### src/shared/cpc_pkg.sv
// Package with the register map, field layout and reset values of the pad configuration bank.
package cpc_pkg;

    // Number of pads covered by the bank.
    localparam int NUM_PADS = 4;

    // Register indices; the byte address of each register is four times its index.
    localparam logic [15:0] IDX_AUDIO_TX_OUT_PAD_CFG     = 16'hF798;
    localparam logic [15:0] IDX_CTRL_CLOCK_PAD_CFG       = 16'hF799;
    localparam logic [15:0] IDX_CTRL_DATA_PAD_CFG        = 16'hF79A;
    localparam logic [15:0] IDX_CTRL_SELECT_ADDR_PAD_CFG = 16'hF79B;

    // Index table in pad order: entry 0 is the audio transmitter output.
    localparam logic [NUM_PADS-1:0][15:0] PAD_IDX = {
        IDX_CTRL_SELECT_ADDR_PAD_CFG,
        IDX_CTRL_DATA_PAD_CFG,
        IDX_CTRL_CLOCK_PAD_CFG,
        IDX_AUDIO_TX_OUT_PAD_CFG
    };

    // Reset values of the four registers.
    localparam logic [15:0] RST_AUDIO_TX_OUT_PAD_CFG     = 16'h0008;
    localparam logic [15:0] RST_CTRL_CLOCK_PAD_CFG       = 16'h0008;
    localparam logic [15:0] RST_CTRL_DATA_PAD_CFG        = 16'h0008;
    localparam logic [15:0] RST_CTRL_SELECT_ADDR_PAD_CFG = 16'h0018;

    // Reset table in pad order.
    localparam logic [NUM_PADS-1:0][15:0] PAD_RST = {
        RST_CTRL_SELECT_ADDR_PAD_CFG,
        RST_CTRL_DATA_PAD_CFG,
        RST_CTRL_CLOCK_PAD_CFG,
        RST_AUDIO_TX_OUT_PAD_CFG
    };

    // Field layout shared by every pad register.
    localparam int REG_WIDTH  = 16;
    localparam int PULL_BIT   = 4;
    localparam int SLEW_LSB   = 2;
    localparam int SLEW_MSB   = 3;
    localparam int DRIVE_LSB  = 0;
    localparam int DRIVE_MSB  = 1;
    localparam int RSVD_LSB   = 5;
    localparam int RSVD_MSB   = 15;

    // Slew rate encodings.
    typedef enum logic [1:0] {
        CPC_SLEW_SLOWEST = 2'h0,
        CPC_SLEW_SLOW    = 2'h1,
        CPC_SLEW_FAST    = 2'h2,
        CPC_SLEW_FASTEST = 2'h3
    } cpc_slew_t;

    // Drive strength encodings.
    typedef enum logic [1:0] {
        CPC_DRIVE_LOWEST  = 2'h0,
        CPC_DRIVE_LOW     = 2'h1,
        CPC_DRIVE_HIGH    = 2'h2,
        CPC_DRIVE_HIGHEST = 2'h3
    } cpc_drive_t;

    // Field reset values.
    localparam logic [1:0] RST_SLEW  = 2'h2;
    localparam logic [1:0] RST_DRIVE = 2'h0;

endpackage

### src/verilog/cpc_pad_reg.sv
// One sixteen-bit pad configuration register with byte-lane writes.
`timescale 1ns/1ps

module cpc_pad_reg #(
    parameter logic [15:0] RESET_VAL = 16'h0000
) (
    // Clock and reset.
    input  wire logic        mclk_i,
    input  wire logic        rst_i,
    // Write port.
    input  wire logic        wr_en_i,
    input  wire logic [1:0]  wstrb_i,
    input  wire logic [15:0] wdata_i,
    // Stored value.
    output logic      [15:0] cfg_o
);

    // Next value with byte-lane merge.
    logic [15:0] cfg_d;

    // Lanes whose strobe is low keep their old contents.
    assign cfg_d = {wstrb_i[1] ? wdata_i[15:8] : cfg_o[15:8],
                    wstrb_i[0] ? wdata_i[7:0]  : cfg_o[7:0]};

    // The register itself; reserved bits are stored like the rest because they are read-write.
    always_ff @(posedge mclk_i or posedge rst_i)
    begin
        if (rst_i)
        begin
            cfg_o <= RESET_VAL;
        end
        else if (wr_en_i)
        begin
            cfg_o <= cfg_d;
        end
    end

endmodule

### src/verilog/cpc_pad_cfg.sv
// APB slave holding the pad configuration registers and driving the static pad controls.
//
// The implementer's own choice: the APB slave port.
`timescale 1ns/1ps
// What this block does
// RULE1 - Transmitter output pad register at index F798, reset value 0008.
// RULE2 - Its bit 4 enables the output pull-down; resets to zero.
// RULE3 - Control clock pad register at index F799, reset value 0008.
// RULE4 - Its bit 4 enables the clock pin pull-up; resets to zero.
// RULE5 - Control data pad register at index F79A, reset value 0008.
// RULE6 - Its bit 4 enables the data pin pull-up; resets to zero.
// RULE7 - Select or address pad register at index F79B, reset value 0018.
// RULE8 - Its bit 4 enables the select pin pull-up; resets to one.
// RULE9 - Bits 3 to 2 select slew rate, slowest to fastest; reset to 2.
// RULE10 - Bits 1 to 0 select drive strength, lowest to highest; reset to 0.
// RULE11 - Bits 15 to 5 are reserved read-write bits resetting to zero.
// RULE12 - Fields drive pad controls statically, updated the cycle after a write.

module cpc_pad_cfg (
    // Clock and reset.
    input  wire logic        mclk_i,
    input  wire logic        rst_i,
    // APB slave port.
    input  wire logic        psel_i,
    input  wire logic        penable_i,
    input  wire logic        pwrite_i,
    input  wire logic [17:0] paddr_i,
    input  wire logic [31:0] pwdata_i,
    input  wire logic [3:0]  pstrb_i,
    output logic      [31:0] prdata_o,
    output logic             pready_o,
    output logic             pslverr_o,
    // Pad controls, pad 0 transmitter out, 1 control clock, 2 control data, 3 select or address.
    output logic      [3:0]  pad_pull_en_o,
    output logic      [7:0]  pad_slew_o,
    output logic      [7:0]  pad_drive_o
);

    // Bus state registers.
    logic [31:0] prdata_q;
    logic [31:0] prdata_d;
    logic        pready_q;
    logic        pslverr_q;
    logic        pslverr_d;

    // Decode wires.
    logic                          setup_phase;
    logic                          access_done;
    logic                          wr_fire;
    logic                          aligned;
    logic [15:0]                   word_idx;
    logic [cpc_pkg::NUM_PADS-1:0]  hit;
    logic                          any_hit;

    // Stored register contents, one word per pad.
    logic [cpc_pkg::NUM_PADS-1:0][15:0] cfg;

    // The setup cycle arms the answer; the access cycle with pready high completes the transfer.
    assign setup_phase = psel_i && !penable_i && !pready_q;
    assign access_done = psel_i && penable_i && pready_q;
    assign word_idx    = paddr_i[17:2];
    assign aligned     = (paddr_i[1:0] == 2'b00);
    assign any_hit     = |hit;
    // Writes to unmapped or misaligned addresses are dropped and answered with an error.
    assign wr_fire     = access_done && pwrite_i && any_hit;

    // One register per pad with its own decode and write enable.
    genvar k;
    generate
        for (k = 0; k < cpc_pkg::NUM_PADS; k++)
        begin : g_pad
            // Address match for this pad's register.
            assign hit[k] = aligned && (word_idx == cpc_pkg::PAD_IDX[k]); // RULE1 RULE3 RULE5 RULE7

            // Storage, reset to the pad's own value.
            cpc_pad_reg #(
                .RESET_VAL (cpc_pkg::PAD_RST[k])
            ) u_reg (
                .mclk_i    (mclk_i),
                .rst_i     (rst_i),
                .wr_en_i   (wr_fire && hit[k]),
                .wstrb_i   (pstrb_i[1:0]),
                .wdata_i   (pwdata_i[15:0]),
                .cfg_o     (cfg[k])
            ); // RULE11 RULE12

            // Fields go to the pads straight from the register flops, so they never glitch.
            assign pad_pull_en_o[k]       = cfg[k][cpc_pkg::PULL_BIT]; // RULE2 RULE4 RULE6 RULE8
            assign pad_slew_o[2*k+1:2*k]  = cfg[k][cpc_pkg::SLEW_MSB:cpc_pkg::SLEW_LSB]; // RULE9
            assign pad_drive_o[2*k+1:2*k] = cfg[k][cpc_pkg::DRIVE_MSB:cpc_pkg::DRIVE_LSB]; // RULE10
        end
    endgenerate

    // Read selection; the upper half of the bus word always reads as zero.
    always_comb
    begin
        prdata_d  = 32'h0000_0000;
        pslverr_d = 1'b0;
        if (hit[0])
        begin
            prdata_d = {16'h0000, cfg[0]};
        end
        else if (hit[1])
        begin
            prdata_d = {16'h0000, cfg[1]};
        end
        else if (hit[2])
        begin
            prdata_d = {16'h0000, cfg[2]};
        end
        else if (hit[3])
        begin
            prdata_d = {16'h0000, cfg[3]};
        end
        else
        begin
            pslverr_d = 1'b1;
        end
    end

    // Answer registers: one access cycle per transfer, read data captured during setup.
    // Capturing in setup keeps prdata stable through the access phase at the cost of no wait states.
    always_ff @(posedge mclk_i or posedge rst_i)
    begin
        if (rst_i)
        begin
            pready_q  <= 1'b0;
            pslverr_q <= 1'b0;
            prdata_q  <= 32'h0000_0000;
        end
        else if (setup_phase)
        begin
            pready_q  <= 1'b1;
            pslverr_q <= pslverr_d;
            prdata_q  <= pwrite_i ? 32'h0000_0000 : prdata_d;
        end
        else if (access_done)
        begin
            pready_q  <= 1'b0;
            pslverr_q <= 1'b0;
        end
    end

    // Bus outputs come straight from the answer flops.
    assign prdata_o  = prdata_q;
    assign pready_o  = pready_q;
    assign pslverr_o = pslverr_q;

    // Helper: remembers that the previous edge saw reset asserted.
    logic rst_seen_q;
    always_ff @(posedge mclk_i)
    begin
        rst_seen_q <= rst_i;
    end

    // Helper: the transfer that completed at the last edge, for write checks.
    logic        wr_prev_q;
    logic [3:0]  hit_prev_q;
    logic [15:0] wdata_prev_q;
    logic [1:0]  wstrb_prev_q;
    always_ff @(posedge mclk_i or posedge rst_i)
    begin
        if (rst_i)
        begin
            wr_prev_q    <= 1'b0;
            hit_prev_q   <= 4'h0;
            wdata_prev_q <= 16'h0000;
            wstrb_prev_q <= 2'b00;
        end
        else
        begin
            wr_prev_q    <= wr_fire;
            hit_prev_q   <= hit;
            wdata_prev_q <= pwdata_i[15:0];
            wstrb_prev_q <= pstrb_i[1:0];
        end
    end

    // Reset values seen at the first edge after reset is released.
    tx_reset_val_a : assert property (@(posedge mclk_i) disable iff (rst_i) // RULE1 RULE2
        rst_seen_q |-> (cfg[0] == cpc_pkg::RST_AUDIO_TX_OUT_PAD_CFG && pad_pull_en_o[0] == 1'b0))
        else $error("transmitter pad register reset value wrong");

    clk_reset_val_a : assert property (@(posedge mclk_i) disable iff (rst_i) // RULE3 RULE4
        rst_seen_q |-> (cfg[1] == cpc_pkg::RST_CTRL_CLOCK_PAD_CFG && pad_pull_en_o[1] == 1'b0))
        else $error("control clock pad register reset value wrong");

    data_reset_val_a : assert property (@(posedge mclk_i) disable iff (rst_i) // RULE5 RULE6
        rst_seen_q |-> (cfg[2] == cpc_pkg::RST_CTRL_DATA_PAD_CFG && pad_pull_en_o[2] == 1'b0))
        else $error("control data pad register reset value wrong");

    sel_reset_val_a : assert property (@(posedge mclk_i) disable iff (rst_i) // RULE7 RULE8
        rst_seen_q |-> (cfg[3] == cpc_pkg::RST_CTRL_SELECT_ADDR_PAD_CFG && pad_pull_en_o[3] == 1'b1))
        else $error("select pad register reset value wrong");

    // Pull enables follow bit 4 of the last write that set the low byte.
    tx_pull_write_a : assert property (@(posedge mclk_i) disable iff (rst_i) // RULE2
        (wr_fire && hit[0] && pstrb_i[0]) |=> (pad_pull_en_o[0] == $past(pwdata_i[cpc_pkg::PULL_BIT])))
        else $error("transmitter pull enable did not follow write");

    clk_pull_write_a : assert property (@(posedge mclk_i) disable iff (rst_i) // RULE4
        (wr_fire && hit[1] && pstrb_i[0]) |=> (pad_pull_en_o[1] == $past(pwdata_i[cpc_pkg::PULL_BIT])))
        else $error("clock pin pull enable did not follow write");

    data_pull_write_a : assert property (@(posedge mclk_i) disable iff (rst_i) // RULE6
        (wr_fire && hit[2] && pstrb_i[0]) |=> (pad_pull_en_o[2] == $past(pwdata_i[cpc_pkg::PULL_BIT])))
        else $error("data pin pull enable did not follow write");

    sel_pull_write_a : assert property (@(posedge mclk_i) disable iff (rst_i) // RULE8
        (wr_fire && hit[3] && pstrb_i[0]) |=> (pad_pull_en_o[3] == $past(pwdata_i[cpc_pkg::PULL_BIT])))
        else $error("select pin pull enable did not follow write");

    // Slew and drive fields reset to fast and lowest on every pad.
    slew_reset_a : assert property (@(posedge mclk_i) disable iff (rst_i) // RULE9
        rst_seen_q |-> (pad_slew_o == {4{cpc_pkg::RST_SLEW}}))
        else $error("slew fields not fast after reset");

    drive_reset_a : assert property (@(posedge mclk_i) disable iff (rst_i) // RULE10
        rst_seen_q |-> (pad_drive_o == {4{cpc_pkg::RST_DRIVE}}))
        else $error("drive fields not lowest after reset");

    // Reserved bits start at zero and read back what was written.
    rsvd_reset_a : assert property (@(posedge mclk_i) disable iff (rst_i) // RULE11
        rst_seen_q |-> (cfg[0][15:5] == 11'h000 && cfg[1][15:5] == 11'h000 &&
                        cfg[2][15:5] == 11'h000 && cfg[3][15:5] == 11'h000))
        else $error("reserved bits not zero after reset");

    tx_rsvd_write_a : assert property (@(posedge mclk_i) disable iff (rst_i) // RULE11
        (wr_prev_q && hit_prev_q[0] && wstrb_prev_q[1]) |-> (cfg[0][15:8] == wdata_prev_q[15:8]))
        else $error("transmitter pad upper byte did not take the write");

    clk_rsvd_write_a : assert property (@(posedge mclk_i) disable iff (rst_i) // RULE11
        (wr_prev_q && hit_prev_q[1] && wstrb_prev_q[1]) |-> (cfg[1][15:8] == wdata_prev_q[15:8]))
        else $error("clock pad upper byte did not take the write");

    data_rsvd_write_a : assert property (@(posedge mclk_i) disable iff (rst_i) // RULE11
        (wr_prev_q && hit_prev_q[2] && wstrb_prev_q[1]) |-> (cfg[2][15:8] == wdata_prev_q[15:8]))
        else $error("data pad upper byte did not take the write");

    sel_rsvd_write_a : assert property (@(posedge mclk_i) disable iff (rst_i) // RULE11
        (wr_prev_q && hit_prev_q[3] && wstrb_prev_q[1]) |-> (cfg[3][15:8] == wdata_prev_q[15:8]))
        else $error("select pad upper byte did not take the write");

    // A completed write shows on the pad controls in the next cycle and stays until rewritten.
    pad_update_a : assert property (@(posedge mclk_i) disable iff (rst_i) // RULE12
        (wr_prev_q && hit_prev_q[1] && wstrb_prev_q[0]) |->
        (pad_slew_o[3:2] == wdata_prev_q[3:2] && pad_drive_o[3:2] == wdata_prev_q[1:0]))
        else $error("pad controls did not take the written value");

    tx_pad_update_a : assert property (@(posedge mclk_i) disable iff (rst_i) // RULE9 RULE10 RULE12
        (wr_prev_q && hit_prev_q[0] && wstrb_prev_q[0]) |->
        (pad_slew_o[1:0] == wdata_prev_q[3:2] && pad_drive_o[1:0] == wdata_prev_q[1:0]))
        else $error("transmitter pad controls did not take the written value");

    data_pad_update_a : assert property (@(posedge mclk_i) disable iff (rst_i) // RULE9 RULE10 RULE12
        (wr_prev_q && hit_prev_q[2] && wstrb_prev_q[0]) |->
        (pad_slew_o[5:4] == wdata_prev_q[3:2] && pad_drive_o[5:4] == wdata_prev_q[1:0]))
        else $error("data pad controls did not take the written value");

    sel_pad_update_a : assert property (@(posedge mclk_i) disable iff (rst_i) // RULE9 RULE10 RULE12
        (wr_prev_q && hit_prev_q[3] && wstrb_prev_q[0]) |->
        (pad_slew_o[7:6] == wdata_prev_q[3:2] && pad_drive_o[7:6] == wdata_prev_q[1:0]))
        else $error("select pad controls did not take the written value");

    // Pads and registers move only on a completed write, never on a read or a setup cycle.
    pad_static_a : assert property (@(posedge mclk_i) disable iff (rst_i) // RULE12
        !wr_fire |=> ($stable(pad_slew_o) && $stable(pad_drive_o) && $stable(pad_pull_en_o)))
        else $error("pad controls changed without a write");

    read_no_side_a : assert property (@(posedge mclk_i) disable iff (rst_i) // RULE11 RULE12
        (access_done && !pwrite_i) |=> $stable(cfg))
        else $error("a read changed a pad register");

    setup_no_write_a : assert property (@(posedge mclk_i) disable iff (rst_i) // RULE12
        (psel_i && !penable_i) |=> $stable(cfg))
        else $error("a setup cycle changed a pad register");

    // A byte lane whose strobe is low keeps its contents across the write.
    low_lane_hold_a : assert property (@(posedge mclk_i) disable iff (rst_i) // RULE12
        (wr_fire && hit[1] && !pstrb_i[0]) |=> (cfg[1][7:0] == $past(cfg[1][7:0])))
        else $error("low byte changed without its strobe");

    high_lane_hold_a : assert property (@(posedge mclk_i) disable iff (rst_i) // RULE11
        (wr_fire && hit[1] && !pstrb_i[1]) |=> (cfg[1][15:8] == $past(cfg[1][15:8])))
        else $error("high byte changed without its strobe");

    // The answer comes in the cycle after setup and holds read data through it.
    apb_answer_a : assert property (@(posedge mclk_i) disable iff (rst_i)
        (psel_i && !penable_i && !pready_o) |=> (pready_o ##1 !pready_o))
        else $error("APB answer not one cycle after setup");

    ok_answer_a : assert property (@(posedge mclk_i) disable iff (rst_i)
        (setup_phase && any_hit) |=> (pready_o && !pslverr_o))
        else $error("mapped access answered with an error");

    err_answer_a : assert property (@(posedge mclk_i) disable iff (rst_i)
        (setup_phase && !any_hit) |=> (pready_o && pslverr_o && prdata_o == 32'h0000_0000))
        else $error("unmapped access not answered with an error");

    misaligned_err_a : assert property (@(posedge mclk_i) disable iff (rst_i)
        (setup_phase && paddr_i[1:0] != 2'b00) |=> pslverr_o)
        else $error("misaligned access not answered with an error");

    write_rdata_zero_a : assert property (@(posedge mclk_i) disable iff (rst_i)
        (setup_phase && pwrite_i) |=> (prdata_o == 32'h0000_0000))
        else $error("read data not zero during a write");

    upper_half_zero_a : assert property (@(posedge mclk_i) disable iff (rst_i) // RULE11
        pready_o |-> (prdata_o[31:16] == 16'h0000))
        else $error("upper half of read data not zero");

    err_with_ready_a : assert property (@(posedge mclk_i) disable iff (rst_i)
        pslverr_o |-> pready_o)
        else $error("error flag shown outside the access cycle");

    ready_drop_a : assert property (@(posedge mclk_i) disable iff (rst_i)
        access_done |=> !pready_o)
        else $error("pready stayed high after the access cycle");

    idle_ready_low_a : assert property (@(posedge mclk_i) disable iff (rst_i)
        !psel_i |=> !pready_o)
        else $error("pready raised while the bus is idle");

    // A refused write leaves every register as it was.
    refused_write_a : assert property (@(posedge mclk_i) disable iff (rst_i) // RULE1 RULE3 RULE5 RULE7
        (access_done && pwrite_i && !any_hit) |=> $stable(cfg))
        else $error("a refused write changed a pad register");

    // Read data carry the register word in the low half during the access cycle.
    tx_read_data_a : assert property (@(posedge mclk_i) disable iff (rst_i) // RULE1
        (setup_phase && !pwrite_i && hit[0]) |=>
        (prdata_o == {16'h0000, $past(cfg[0])}))
        else $error("transmitter pad register read data wrong");

    clk_read_data_a : assert property (@(posedge mclk_i) disable iff (rst_i) // RULE3
        (setup_phase && !pwrite_i && hit[1]) |=>
        (prdata_o == {16'h0000, $past(cfg[1])}))
        else $error("clock pad register read data wrong");

    data_read_data_a : assert property (@(posedge mclk_i) disable iff (rst_i) // RULE5
        (setup_phase && !pwrite_i && hit[2]) |=>
        (prdata_o == {16'h0000, $past(cfg[2])}))
        else $error("data pad register read data wrong");

    sel_read_data_a : assert property (@(posedge mclk_i) disable iff (rst_i) // RULE7
        (setup_phase && !pwrite_i && hit[3]) |=>
        (prdata_o == {16'h0000, $past(cfg[3])}))
        else $error("select pad register read data wrong");

endmodule

### config.mk
export PLATFORM = sky130hd
export DESIGN_NAME = cpc_pad_cfg
export DESIGN_NICKNAME = d
export VERILOG_FILES = /design/src/shared/cpc_pkg.sv /design/src/verilog/cpc_pad_reg.sv /design/src/verilog/cpc_pad_cfg.sv
export SDC_FILE = /design/constraint.sdc
export NUM_CORES = 1
export LEC_CHECK = 0
export BUFFER_PORTS_ARGS = -buffer_cell sky130_fd_sc_hd__buf_2
export CAP_MARGIN = 20
export CORE_ASPECT_RATIO = 1.1
export CORE_UTILIZATION = 56
export CTS_CLUSTER_DIAMETER = 30
export DETAILED_ROUTE_END_ITERATION = 8
export MAX_ROUTING_LAYER = met4
export PLACE_DENSITY = 0.9
export SYNTH_ARGS = -nofsm -noshare
export SYNTH_HDL_FRONTEND = slang
export SYNTH_SLANG_ARGS = --single-unit
### constraint.sdc
create_clock -name mclk_i -period 4.3 [get_ports mclk_i]
set_input_delay 0.86 -clock mclk_i [delete_from_list [all_inputs] [get_ports mclk_i]]
set_output_delay 0.86 -clock mclk_i [all_outputs]
set_load 0.02 [all_outputs]
==> results by group, run 1 <==
Yosys
  • Netlist cell types: 32
  • Gate Count Post-Synth: 325
  • Mapped Area: 3960 um2
  • Average size of a mapped cell: 12.18 um2
  • Main flop type after synthesis: dfrtp_1
  • Ys async rst share: 100.0%
  • Register bit total from synthesis: 82
  • Post-synth EDFFs: 0
  • Ys Warns: 0
  • Seq/Total Area, Yosys: 51.97%

Route
  • # DRC: 0
  • Vias: 2,758
  • Initial DRC Count: 182
  • Final ANT Viol Nets: 0
  • 1st-pass router iterations: 4
  • Post-Route WL: 8.784 mm
  • Via-to-Cell Ratio: 5.831
  • WL per Instance: 18.57 um

Timing
  • Hold_ws: 482.8 ps
  • Worst Tran Pin Value: 919.0 ps
  • TNS Setup: 0 ps
  • Setup violators final: 0
  • Rel. slew slack: 38.73%
  • Tmin final: 2741 ps
  • RSZ-0062 raised after global routing: no
  • Max frequency: 364.8 MHz
  • Final Hold Vio Count: 0
  • Final Cycle Share: 63.74%
  • Fin. max-slew vios: 0
  • Clock skew: 11.98 ps

Critical path
  • Slowest CP cell: or3_1
  • WS Path Type: in2reg
  • Crit end category: flop
  • Worst Setup Start Kind: input port
  • Req. time, crit path: 4540 ps
  • Crit-path cells: buf_2 > nand4bb_1 > or3_1 > nor3_4 > mux2_2
  • Arr. time, crit path: 2980 ps
  • Worst Path Buf+Inv: 1
  • Critical path peak fanout: 18
  • Kind of cell adding the most delay to the critical path: simple AND/OR/NAND/NOR gates
  • Crit-path max cell delay: 750 ps

Global route
  • GR Util All Layers: 27.00%
  • First-pass GRT wire length: 14.44 mm
  • Antenna violations before repair: 0
  • Number of global-route vias before repair: 2,911
  • Pin count of the biggest net entering global routing: 53
  • Overflow after GRT: 0

Die
  • Core area: 6710 um2
  • Initial core utilization: 59.02%
  • Full die area: 7412 um2
  • Die height: 90.20 um
  • Die X: 82.18 um
  • I/O pins: 113
  • Core Rows: 31

CTS
  • Clock sinks: 82
  • Clock transition at path regs: 90 ps
  • CTS tree: built
  • Number of CTS-inserted buffers: 9
  • Post-CTS Resized: 0
  • Post-CTS Setup Bufs: 0
  • H-tree depth: 3
  • Root Driver: clkbuf_8
  • Max Root-Sink Buffers: 2
  • Hold Buf Count CTS: 0
  • Clock Latency Late Sink: 350 ps

Outcome
  • Outcome: complete, no violations

Power
  • Pwr Total: 1.433 mW
  • Leakage: 2.341 nW
  • Pwr dens: 323.9 nW/um2
  • VDD IR max: 267.8 uV

Run
  • Max Cap Viol: 0

Place
  • Post-DP HPWL: 5.882 mm
  • IO buf count: 78
  • RD Place Congestion: 0.7700

Finish
  • Share of layout cells above drive strength 1: 46.29%
  • Final Net Count: 445
  • Antenna Cells: 0
  • Syn-to-layout area delta: 11.75%
  • Final core occ: 65.95%

Worst hold path
  • HP Class: reg2reg
-- path summary, 6_finish.rpt --
path / cells after the start / end / startpoint / slack, ps
hold / removal: 2 / prdata_o[8]$_DFFE_PP0P_ / prdata_o[8]$_DFFE_PP0P_ / 480
setup reg to reg: 4 / g_pad[1].u_reg.cfg_o[10]$_DFFE_PP0P_ / pready_o$_DFFE_PP0P_ / 2250
min in group asynchronous: 2 / g_pad[2].u_reg.cfg_o[12]$_DFFE_PP0P_ / rst_i / 520
hold reg to reg: 2 / prdata_o[8]$_DFFE_PP0P_ / prdata_o[8]$_DFFE_PP0P_ / 480
setup / recovery: 5 / g_pad[0].u_reg.cfg_o[13]$_DFFE_PP0P_ / paddr_i[7] / 1560
max in group asynchronous: 3 / prdata_o[15]$_DFFE_PP0P_ / rst_i / 3140
-- stage by stage --
step	instances	cell area (um2)	setup WS, ps
floorplan	340	4016	1340
global placement	456	4204	1246
detailed placement	456	4204	1225
CTS	472	4405	1543
global route	473	4425	1478
finish	473	4425	1559
-- worst reg2reg max path: stages, from the launching register on --
cell and delay, ps:
dfrtp_1 410, and4_1 300, nand2_1 170, nor3_2 640, mux2_2 420
-- cell families (layout without fill, tap and decap cells) --
logic type,count (synthesis),in the layout,synth area share (%)
AO/OA/AOI/OAI,35,35,5.435
buffers and inverters,51,102,8.847
flip-flops,82,82,51.97
multiplexers,81,81,22.53
other,1,16,0.09470
AND/OR/NAND/NOR,75,75,11.12
-- area by class of cell --
class,count,area [um2]
fill,513,2285
inverter,2,7.507
timing repair buffer,84,447.9
tap,82,102.6
multi-input combinational,207,1608
clock buffer,9,123.9
clock inverter,7,77.57
sequential,82,2058
-- synth_stat cells, drive strengths merged (4+ instances only) --
| cell type | instances | area share, % |
|---|---|---|
| clkbuf | 4 | 0.38 |
| mux2 | 65 | 18 |
| nand2 | 34 | 3.2 |
| dfrtp | 77 | 49 |
| o21ai | 19 | 2.4 |
| o31ai | 16 | 3.0 |
| nor3 | 22 | 3.9 |
| buf | 45 | 8.3 |
| dfstp | 5 | 3.3 |
| mux2i | 16 | 4.0 |
-- cells in the final DEF (no fill, tap or decap), types with 2 or more instances in the layout --
| master | netlist | routed |
|---|---|---|
| nand3b_1 | 2 | 2 |
| clkinv_4 | 0 | 3 |
| buf_4 | 37 | 5 |
| and4b_1 | 2 | 2 |
| o21ai_0 | 19 | 19 |
| dfrtp_1 | 77 | 77 |
| dfstp_2 | 5 | 5 |
| buf_2 | 4 | 78 |
| nor3_1 | 16 | 16 |
| nand2_1 | 34 | 34 |
| o31ai_1 | 16 | 16 |
| mux2i_1 | 16 | 16 |
| nor3_4 | 2 | 2 |
| nand4_1 | 2 | 2 |
| conb_1 | 1 | 16 |
| mux2_2 | 65 | 65 |
| and3_1 | 2 | 2 |
| nor3_2 | 4 | 4 |
| clkbuf_8 | 0 | 9 |
-- state kept, by name (all words and copies together) (netlist names) --
name	cells
g_pad.u_reg.cfg_o	64
prdata_o	16
pready_o	1
pslverr_o	1
-- power by group --
group,internal (mW),switching (mW)
sequential,0.773,0.00165
clock,0.272,0.289
combinational,0.0303,0.0675
-- routing by layer --
layer	up-vias	GRT usage, %	share of wire (%)
li1	1225	-	-
met1	1415	30.52	39
met2	93	45.11	53
met3	25	6.497	5.4
met4	0	10.53	2.4
met5	-	-	0
No activity file was read; power rests on OpenSTA's default activity.
==> inputs of run 2 (changes only) <==
Settings changed: CORE_UTILIZATION 56 to 52, PLACE_DENSITY 0.9 to 0.85.
Clock period 4.3 ns to 2.9 ns, I/O delays scaled along.
==> run 2 against run 1 <==
Net effect:
- non-clock buffer count is 7 higher
- power up 48%
- combinational power grew 45%
- via count fell by 2.9%
- cell count is 2.5% higher
- largest cell class unchanged
==> results by group, run 2 (synthesized netlist as in run 1, its figures left out) <==
Outcome
  • Outcome: complete, no violations (unchanged)

Critical path
  • Worst r2r path cells: 4 (unchanged)
  • Critical path peak fanout: 8 (was 18)
  • WS Path Type: in2reg (unchanged)
  • Crit end category: flop (unchanged)
  • RR Startpoint: pready_o$_DFFE_PP0P_ (unchanged)
  • Arr. time, crit path: 2340 ps (was 2980 ps)
  • Worst Setup Start Kind: input port (unchanged)
  • Worst r2r dst: g_pad[0].u_reg.cfg_o[8]$_DFFE_PP0P_ (was g_pad[1].u_reg.cfg_o[10]$_DFFE_PP0P_)
  • Req. time, crit path: 3130 ps (was 4540 ps)
  • Reg-to-reg slack, setup: 1000 ps (was 2250 ps)

Global route
  • Overflow after GRT: 0 (unchanged)
  • First-pass GRT wire length: 13.28 mm (was 14.44 mm)
  • Pin count of the biggest net entering global routing: 50 (was 53)
  • GR Util All Layers: 23.09% (was 27.00%)
  • Number of global-route vias before repair: 2,691 (was 2,911)
  • Antenna violations before repair: 0 (unchanged)

Timing
  • Worst Tran Pin Value: 739.5 ps (was 919.0 ps)
  • Max frequency: 473.9 MHz
  • Final Cycle Share: 72.76%
  • Tmin final: 2110 ps
  • TNS Setup: 0 ps (unchanged)
  • RSZ-0062 raised after global routing: no (unchanged)
  • Fin. max-slew vios: 0 (unchanged)
  • Final Hold Vio Count: 0 (unchanged)
  • Rel. slew slack: 50.63% (was 38.73%)
  • Clock skew: 4.281 ps (was 11.98 ps)
  • Setup violators final: 0 (unchanged)

Die
  • Full die area: 7969 um2 (was 7412 um2)
  • Core area: 7432 um2 (was 6710 um2)
  • I/O pins: 113 (unchanged)
  • Die X: 85.21 um (was 82.18 um)
  • Die height: 93.53 um (was 90.20 um)
  • Core Rows: 33 (was 31)
  • Initial core utilization: 53.28% (was 59.02%)

Finish
  • # fillers: 581 (was 513)
  • Post-route insts no fill: 485 (was 473)
  • Antenna Cells: 0 (unchanged)
  • Final Net Count: 452 (was 445)
  • Area taken by multi-input logic gates: 1608 um2 (unchanged)
  • Max reg flops: 64 (unchanged)
  • Register cell area after layout: 2058 um2 (unchanged)
  • Most frequent cells in the layout: buf_2, dfrtp_1, mux2_2, nand2_1, o21ai_0 (unchanged)
  • Most flop-heavy register: g_pad.u_reg.cfg_o (unchanged)
  • Syn-to-layout area delta: 13.27% (was 11.75%)
  • Commonest non-fill, non-tap cell in the layout: buf_2 (unchanged)
  • Share of layout cells above drive strength 1: 47.24% (was 46.29%)

Place
  • Post-DP HPWL: 5.782 mm (was 5.882 mm)
  • IO buf count: 78 (unchanged)
  • RD Place Congestion: 0.7598 (was 0.7700)
  • Cell total after placement: 469 (was 456)

Route
  • Via-to-Cell Ratio: 5.522 (was 5.831)
  • Vias: 2,678 (was 2,758)
  • # DRC: 0 (unchanged)
  • WL per Instance: 17.11 um (was 18.57 um)
  • Final ANT Viol Nets: 0 (unchanged)
  • 1st-pass router iterations: 4 (unchanged)
  • Post-Route WL: 8.297 mm (was 8.784 mm)
  • Initial DRC Count: 156 (was 182)

CTS
  • Root Driver: clkbuf_8 (unchanged)
  • H-tree depth: 3 (unchanged)
  • Clock transition at path regs: 80 ps (was 90 ps)
  • Post-CTS Resized: 0 (unchanged)
  • Hold Buf Count CTS: 0 (unchanged)
  • Clock sinks: 82 (unchanged)
  • Number of CTS-inserted buffers: 9 (unchanged)
  • CTS tree: built (unchanged)
  • Post-CTS Setup Bufs: 0 (unchanged)
  • Max Root-Sink Buffers: 2 (unchanged)
  • Clock Latency Late Sink: 350 ps (about the same)

Run
  • Max Cap Viol: 0 (unchanged)

Power
  • Pwr dens: 474.4 nW/um2 (was 323.9 nW/um2)
  • Leakage: 2.377 nW (was 2.341 nW)
  • VDD IR max: 314.6 uV (was 267.8 uV)

Worst hold path
  • HP Class: in2async (was reg2reg)
## run 2: worst max-delay path, cell delays in order
cell and delay [ps]:
buf_2 100, nand4bb_1 320, or3_1 500, nor3_4 440, mux2_2 400
## run 2: metrics by stage
step	hold slack, ps	utilization (%)	setup WS [ps]	instance area [um2]	power (mW)
final	354.0	60.35	790.0	4486	2.128
after CTS	365.7	60.35	802.6	4486	2.150
after global routing	420.8	60.35	735.8	4486	2.217
after detailed placement	472.4	57.63	441.4	4283	1.315
after floorplan	475.3	-	219.8	4016	1.268
after global placement	461.6	57.63	491.4	4283	1.311
## run 2: worst max path at each step
| stage | start | end | slack [ps] |
|---|---|---|---|
| 2_1_floorplan | rst_i | g_pad[0].u_reg.cfg_o[0]$_DFFE_PP0P_ | 220 |
| 3_3_place_gp | paddr_i[7] | g_pad[0].u_reg.cfg_o[11]$_DFFE_PP0P_ | 490 |
| 3_5_place_dp | paddr_i[7] | g_pad[0].u_reg.cfg_o[8]$_DFFE_PP0P_ | 440 |
| 4_1_cts | paddr_i[7] | g_pad[0].u_reg.cfg_o[8]$_DFFE_PP0P_ | 800 |
| 5_1_grt | paddr_i[4] | g_pad[3].u_reg.cfg_o[14]$_DFFE_PP0P_ | 740 |
| 6_report | paddr_i[7] | g_pad[0].u_reg.cfg_o[8]$_DFFE_PP0P_ | 790 |
## run 2: cell type report
type | instances | area share, %
sequential | 82 | 45.89
multi-input combinational | 207 | 35.84
inverter | 2 | 0.1674
tap | 87 | 2.427
clock inverter | 6 | 1.450
timing repair buffer | 91 | 11.16
clock buffer | 10 | 3.068
## run 2: report_power, final
group | internal, mW | total, mW | leakage (nW) | switching [mW]
clock | 0.423 | 0.837 | 0.103 | 0.414
sequential | 1.15 | 1.15 | 1.12 | 0.00273
combinational | 0.0441 | 0.142 | 1.15 | 0.0980
total | 1.61 | 2.13 | 2.38 | 0.515
## run 2: per-layer routing
layer / vias up / routed length [um] / global-route usage (%) / part of all wire [%]
met3: 13 / 428 / 5.119 / 5.2
met5: - / 0 / - / 0
met4: 0 / 123 / 7.768 / 1.5
met1: 1330 / 3457 / 27.34 / 42
met2: 92 / 4287 / 39.18 / 52
li1: 1243 / - / - / -
==> inputs of run 3 (changes only) <==
Clock period 2.9 ns to 2 ns, I/O delays scaled along.
==> run 3 against run 2 <==
Net effect:
- sequential cell count unchanged
- critical endpoint is now g_pad[2].u_reg.cfg_o[8]$_DFFE_PP0P_
- sequential share of layout area is 0.78 points lower
- register-to-register slack lost 740 ps
- combinational power grew 49%
- clock power rose by 49%
- clock skew rose by 11 ps
- sequential power up 45%
- critical path type is now reg2reg
- clock-buffer cell count is 1 lower
==> results by group, run 3 (synthesized netlist as in run 1, its figures left out) <==
Global route
  • GR Util All Layers: 23.03% (was 23.09%)
  • First-pass GRT wire length: 13.19 mm (was 13.28 mm)
  • Pin count of the biggest net entering global routing: 83 (was 50)
  • Overflow after GRT: 0 (unchanged)
  • Antenna violations before repair: 0 (unchanged)
  • Number of global-route vias before repair: 2,708 (was 2,691)

CTS
  • Hold Buf Count CTS: 0 (unchanged)
  • H-tree depth: 3 (unchanged)
  • Clock transition at path regs: 90 ps (was 80 ps)
  • Post-CTS Resized: 0 (unchanged)
  • CTS tree: built (unchanged)
  • Post-CTS Setup Bufs: 0 (unchanged)
  • Clock Latency Late Sink: 370 ps (was 350 ps)
  • Root Driver: clkbuf_8 (unchanged)
  • Number of CTS-inserted buffers: 9 (unchanged)
  • Clock sinks: 82 (unchanged)
  • Max Root-Sink Buffers: 2 (unchanged)

Die
  • Core Rows: 33 (unchanged)
  • I/O pins: 113 (unchanged)
  • Core area: 7432 um2 (unchanged)
  • Full die area: 7969 um2 (unchanged)
  • Die height: 93.53 um (unchanged)
  • Initial core utilization: 53.28% (unchanged)
  • Die X: 85.21 um (unchanged)

Power
  • VDD IR max: 406.6 uV (was 314.6 uV)
  • Sequential power share: 53.3% (was 54.0%)
  • Pwr Total: 3.126 mW (was 2.128 mW)
  • Sw frac: 25.57% (was 24.20%)
  • Switching Power: 799.3 uW (was 514.9 uW)
  • Combinational share of power: 6.8% (was 6.7%)
  • Int Pwr: 2.327 mW (was 1.613 mW)
  • Pwr dens: 685.1 nW/um2 (was 474.4 nW/um2)
  • Leakage: 2.408 nW (was 2.377 nW)
  • Clk pwr share: 40.0% (was 39.3%)

Route
  • Final ANT Viol Nets: 0 (unchanged)
  • Post-Route WL: 8.424 mm (was 8.297 mm)
  • 1st-pass router iterations: 6 (was 4)
  • Vias: 2,759 (was 2,678)
  • WL per Instance: 17.16 um (was 17.11 um)
  • Via-to-Cell Ratio: 5.619 (was 5.522)
  • Initial DRC Count: 161 (was 156)
  • # DRC: 0 (unchanged)

Finish
  • Final core occ: 61.40% (was 60.35%)
  • Most flop-heavy register: g_pad.u_reg.cfg_o (unchanged)
  • # fillers: 616 (was 581)
  • Commonest non-fill, non-tap cell in the layout: buf_2 (unchanged)
  • Most frequent cells in the layout: buf_2, dfrtp_1, mux2_2, nand2_1, o21ai_0 (unchanged)
  • Final Net Count: 458 (was 452)
  • Post-route insts no fill: 491 (was 485)
  • Design Area, Final: 4563 um2 (was 4486 um2)
  • Max reg flops: 64 (unchanged)
  • Syn-to-layout area delta: 15.23% (was 13.27%)
  • Antenna Cells: 0 (unchanged)
  • Share of layout cells above drive strength 1: 48.02% (was 47.24%)

Timing
  • TNS Setup: 0 ps (unchanged)
  • Final Cycle Share: 86.81%
  • Clock skew: 15.56 ps (was 4.281 ps)
  • Final worst slack: 263.8 ps (was 790.0 ps)
  • Hold_ws: 144.2 ps (was 354.0 ps)
  • Max frequency: 576.0 MHz
  • Final Hold Vio Count: 0 (unchanged)
  • Tmin final: 1736 ps
  • Setup violators final: 0 (unchanged)
  • RSZ-0062 raised after global routing: no (unchanged)
  • Fin. max-slew vios: 0 (unchanged)

Outcome
  • Outcome: complete, no violations (unchanged)

Critical path
  • Req. time, crit path: 2240 ps (was 3130 ps)
  • Worst Setup Start Kind: flop (was input port)
  • Crit end category: flop (unchanged)
  • Arr. time, crit path: 1980 ps (was 2340 ps)
  • WS Path Type: reg2reg (was in2reg)
  • Worst r2r path cells: 5 (was 4)
  • Critical path peak fanout: 8 (unchanged)

Run
  • Max Cap Viol: 0 (unchanged)

Place
  • Cell total after placement: 475 (was 469)
  • Post-DP HPWL: 5.729 mm (was 5.782 mm)
  • Worst slack, placed: -74.52 ps (was 441.4 ps)
  • IO buf count: 78 (unchanged)
  • RD Place Congestion: 0.7901 (was 0.7598)
  • Post-place instance area: 4357 um2 (was 4283 um2)

Worst hold path
  • HP Class: in2async (unchanged)
run 3: cell count changes in the layout (fill, tap and decap cells not counted), sizes merged:
cell      previous run  this run
clkinvlp             1         3
clkinv               3         0
inv                  3         5
buf                 91        97
clkbuf              10         9
run 3: worst paths after layout:
kind                                                              to                     from  slack [ps]
worst max-delay path             g_pad[2].u_reg.cfg_o[8]$_DFFE_PP0P_     pready_o$_DFFE_PP0P_         260
worst min-delay path             g_pad[0].u_reg.cfg_o[0]$_DFFE_PP0P_                    rst_i         140
worst max register to register   g_pad[2].u_reg.cfg_o[8]$_DFFE_PP0P_     pready_o$_DFFE_PP0P_         260
worst min register to register               prdata_o[2]$_DFFE_PP0P_  prdata_o[2]$_DFFE_PP0P_         490
max in group asynchronous        g_pad[0].u_reg.cfg_o[3]$_DFFE_PP1P_                    rst_i        1500
min in group mclk_i             g_pad[3].u_reg.cfg_o[12]$_DFFE_PP0P_             pwdata_i[12]         300
run 3: routing by layer:
layer,wire length [um],track usage (%),vias to the layer above,part of all wire [%]
li1,-,-,1253,-
met1,3458,26.86,1375,41
met2,4284,38.58,109,51
met3,492,5.031,22,5.8
met4,189,9.887,0,2.2
met5,0,-,-,0
run 3: final cells by class:
| class | count | area (um2) | share of cell area (%) |
|---|---|---|---|
| sequential | 82 | 2058 | 45.11 |
| inverter | 2 | 11.26 | 0.2468 |
| timing repair buffer | 97 | 570.5 | 12.50 |
| multi-input combinational | 207 | 1608 | 35.23 |
| tap | 87 | 108.9 | 2.386 |
| clock inverter | 7 | 82.58 | 1.810 |
| clock buffer | 9 | 123.9 | 2.715 |
run 3: power groups by stage:
stage,Combinational [mW],Sequential [mW],Clock (mW)
3_5_place_dp,0.212,1.70,0
6_report,0.211,1.67,1.25
5_1_grt,0.233,1.67,1.35
4_1_cts,0.213,1.67,1.27
2_1_floorplan,0.133,1.71,0
3_3_place_gp,0.207,1.70,0
run 3: critical path, stage by stage, from the launching register on:
cell	delay, ps
dfrtp_1	400
and4_1	290
nand2_1	170
nor3_2	200
buf_4	210
mux2_2	350
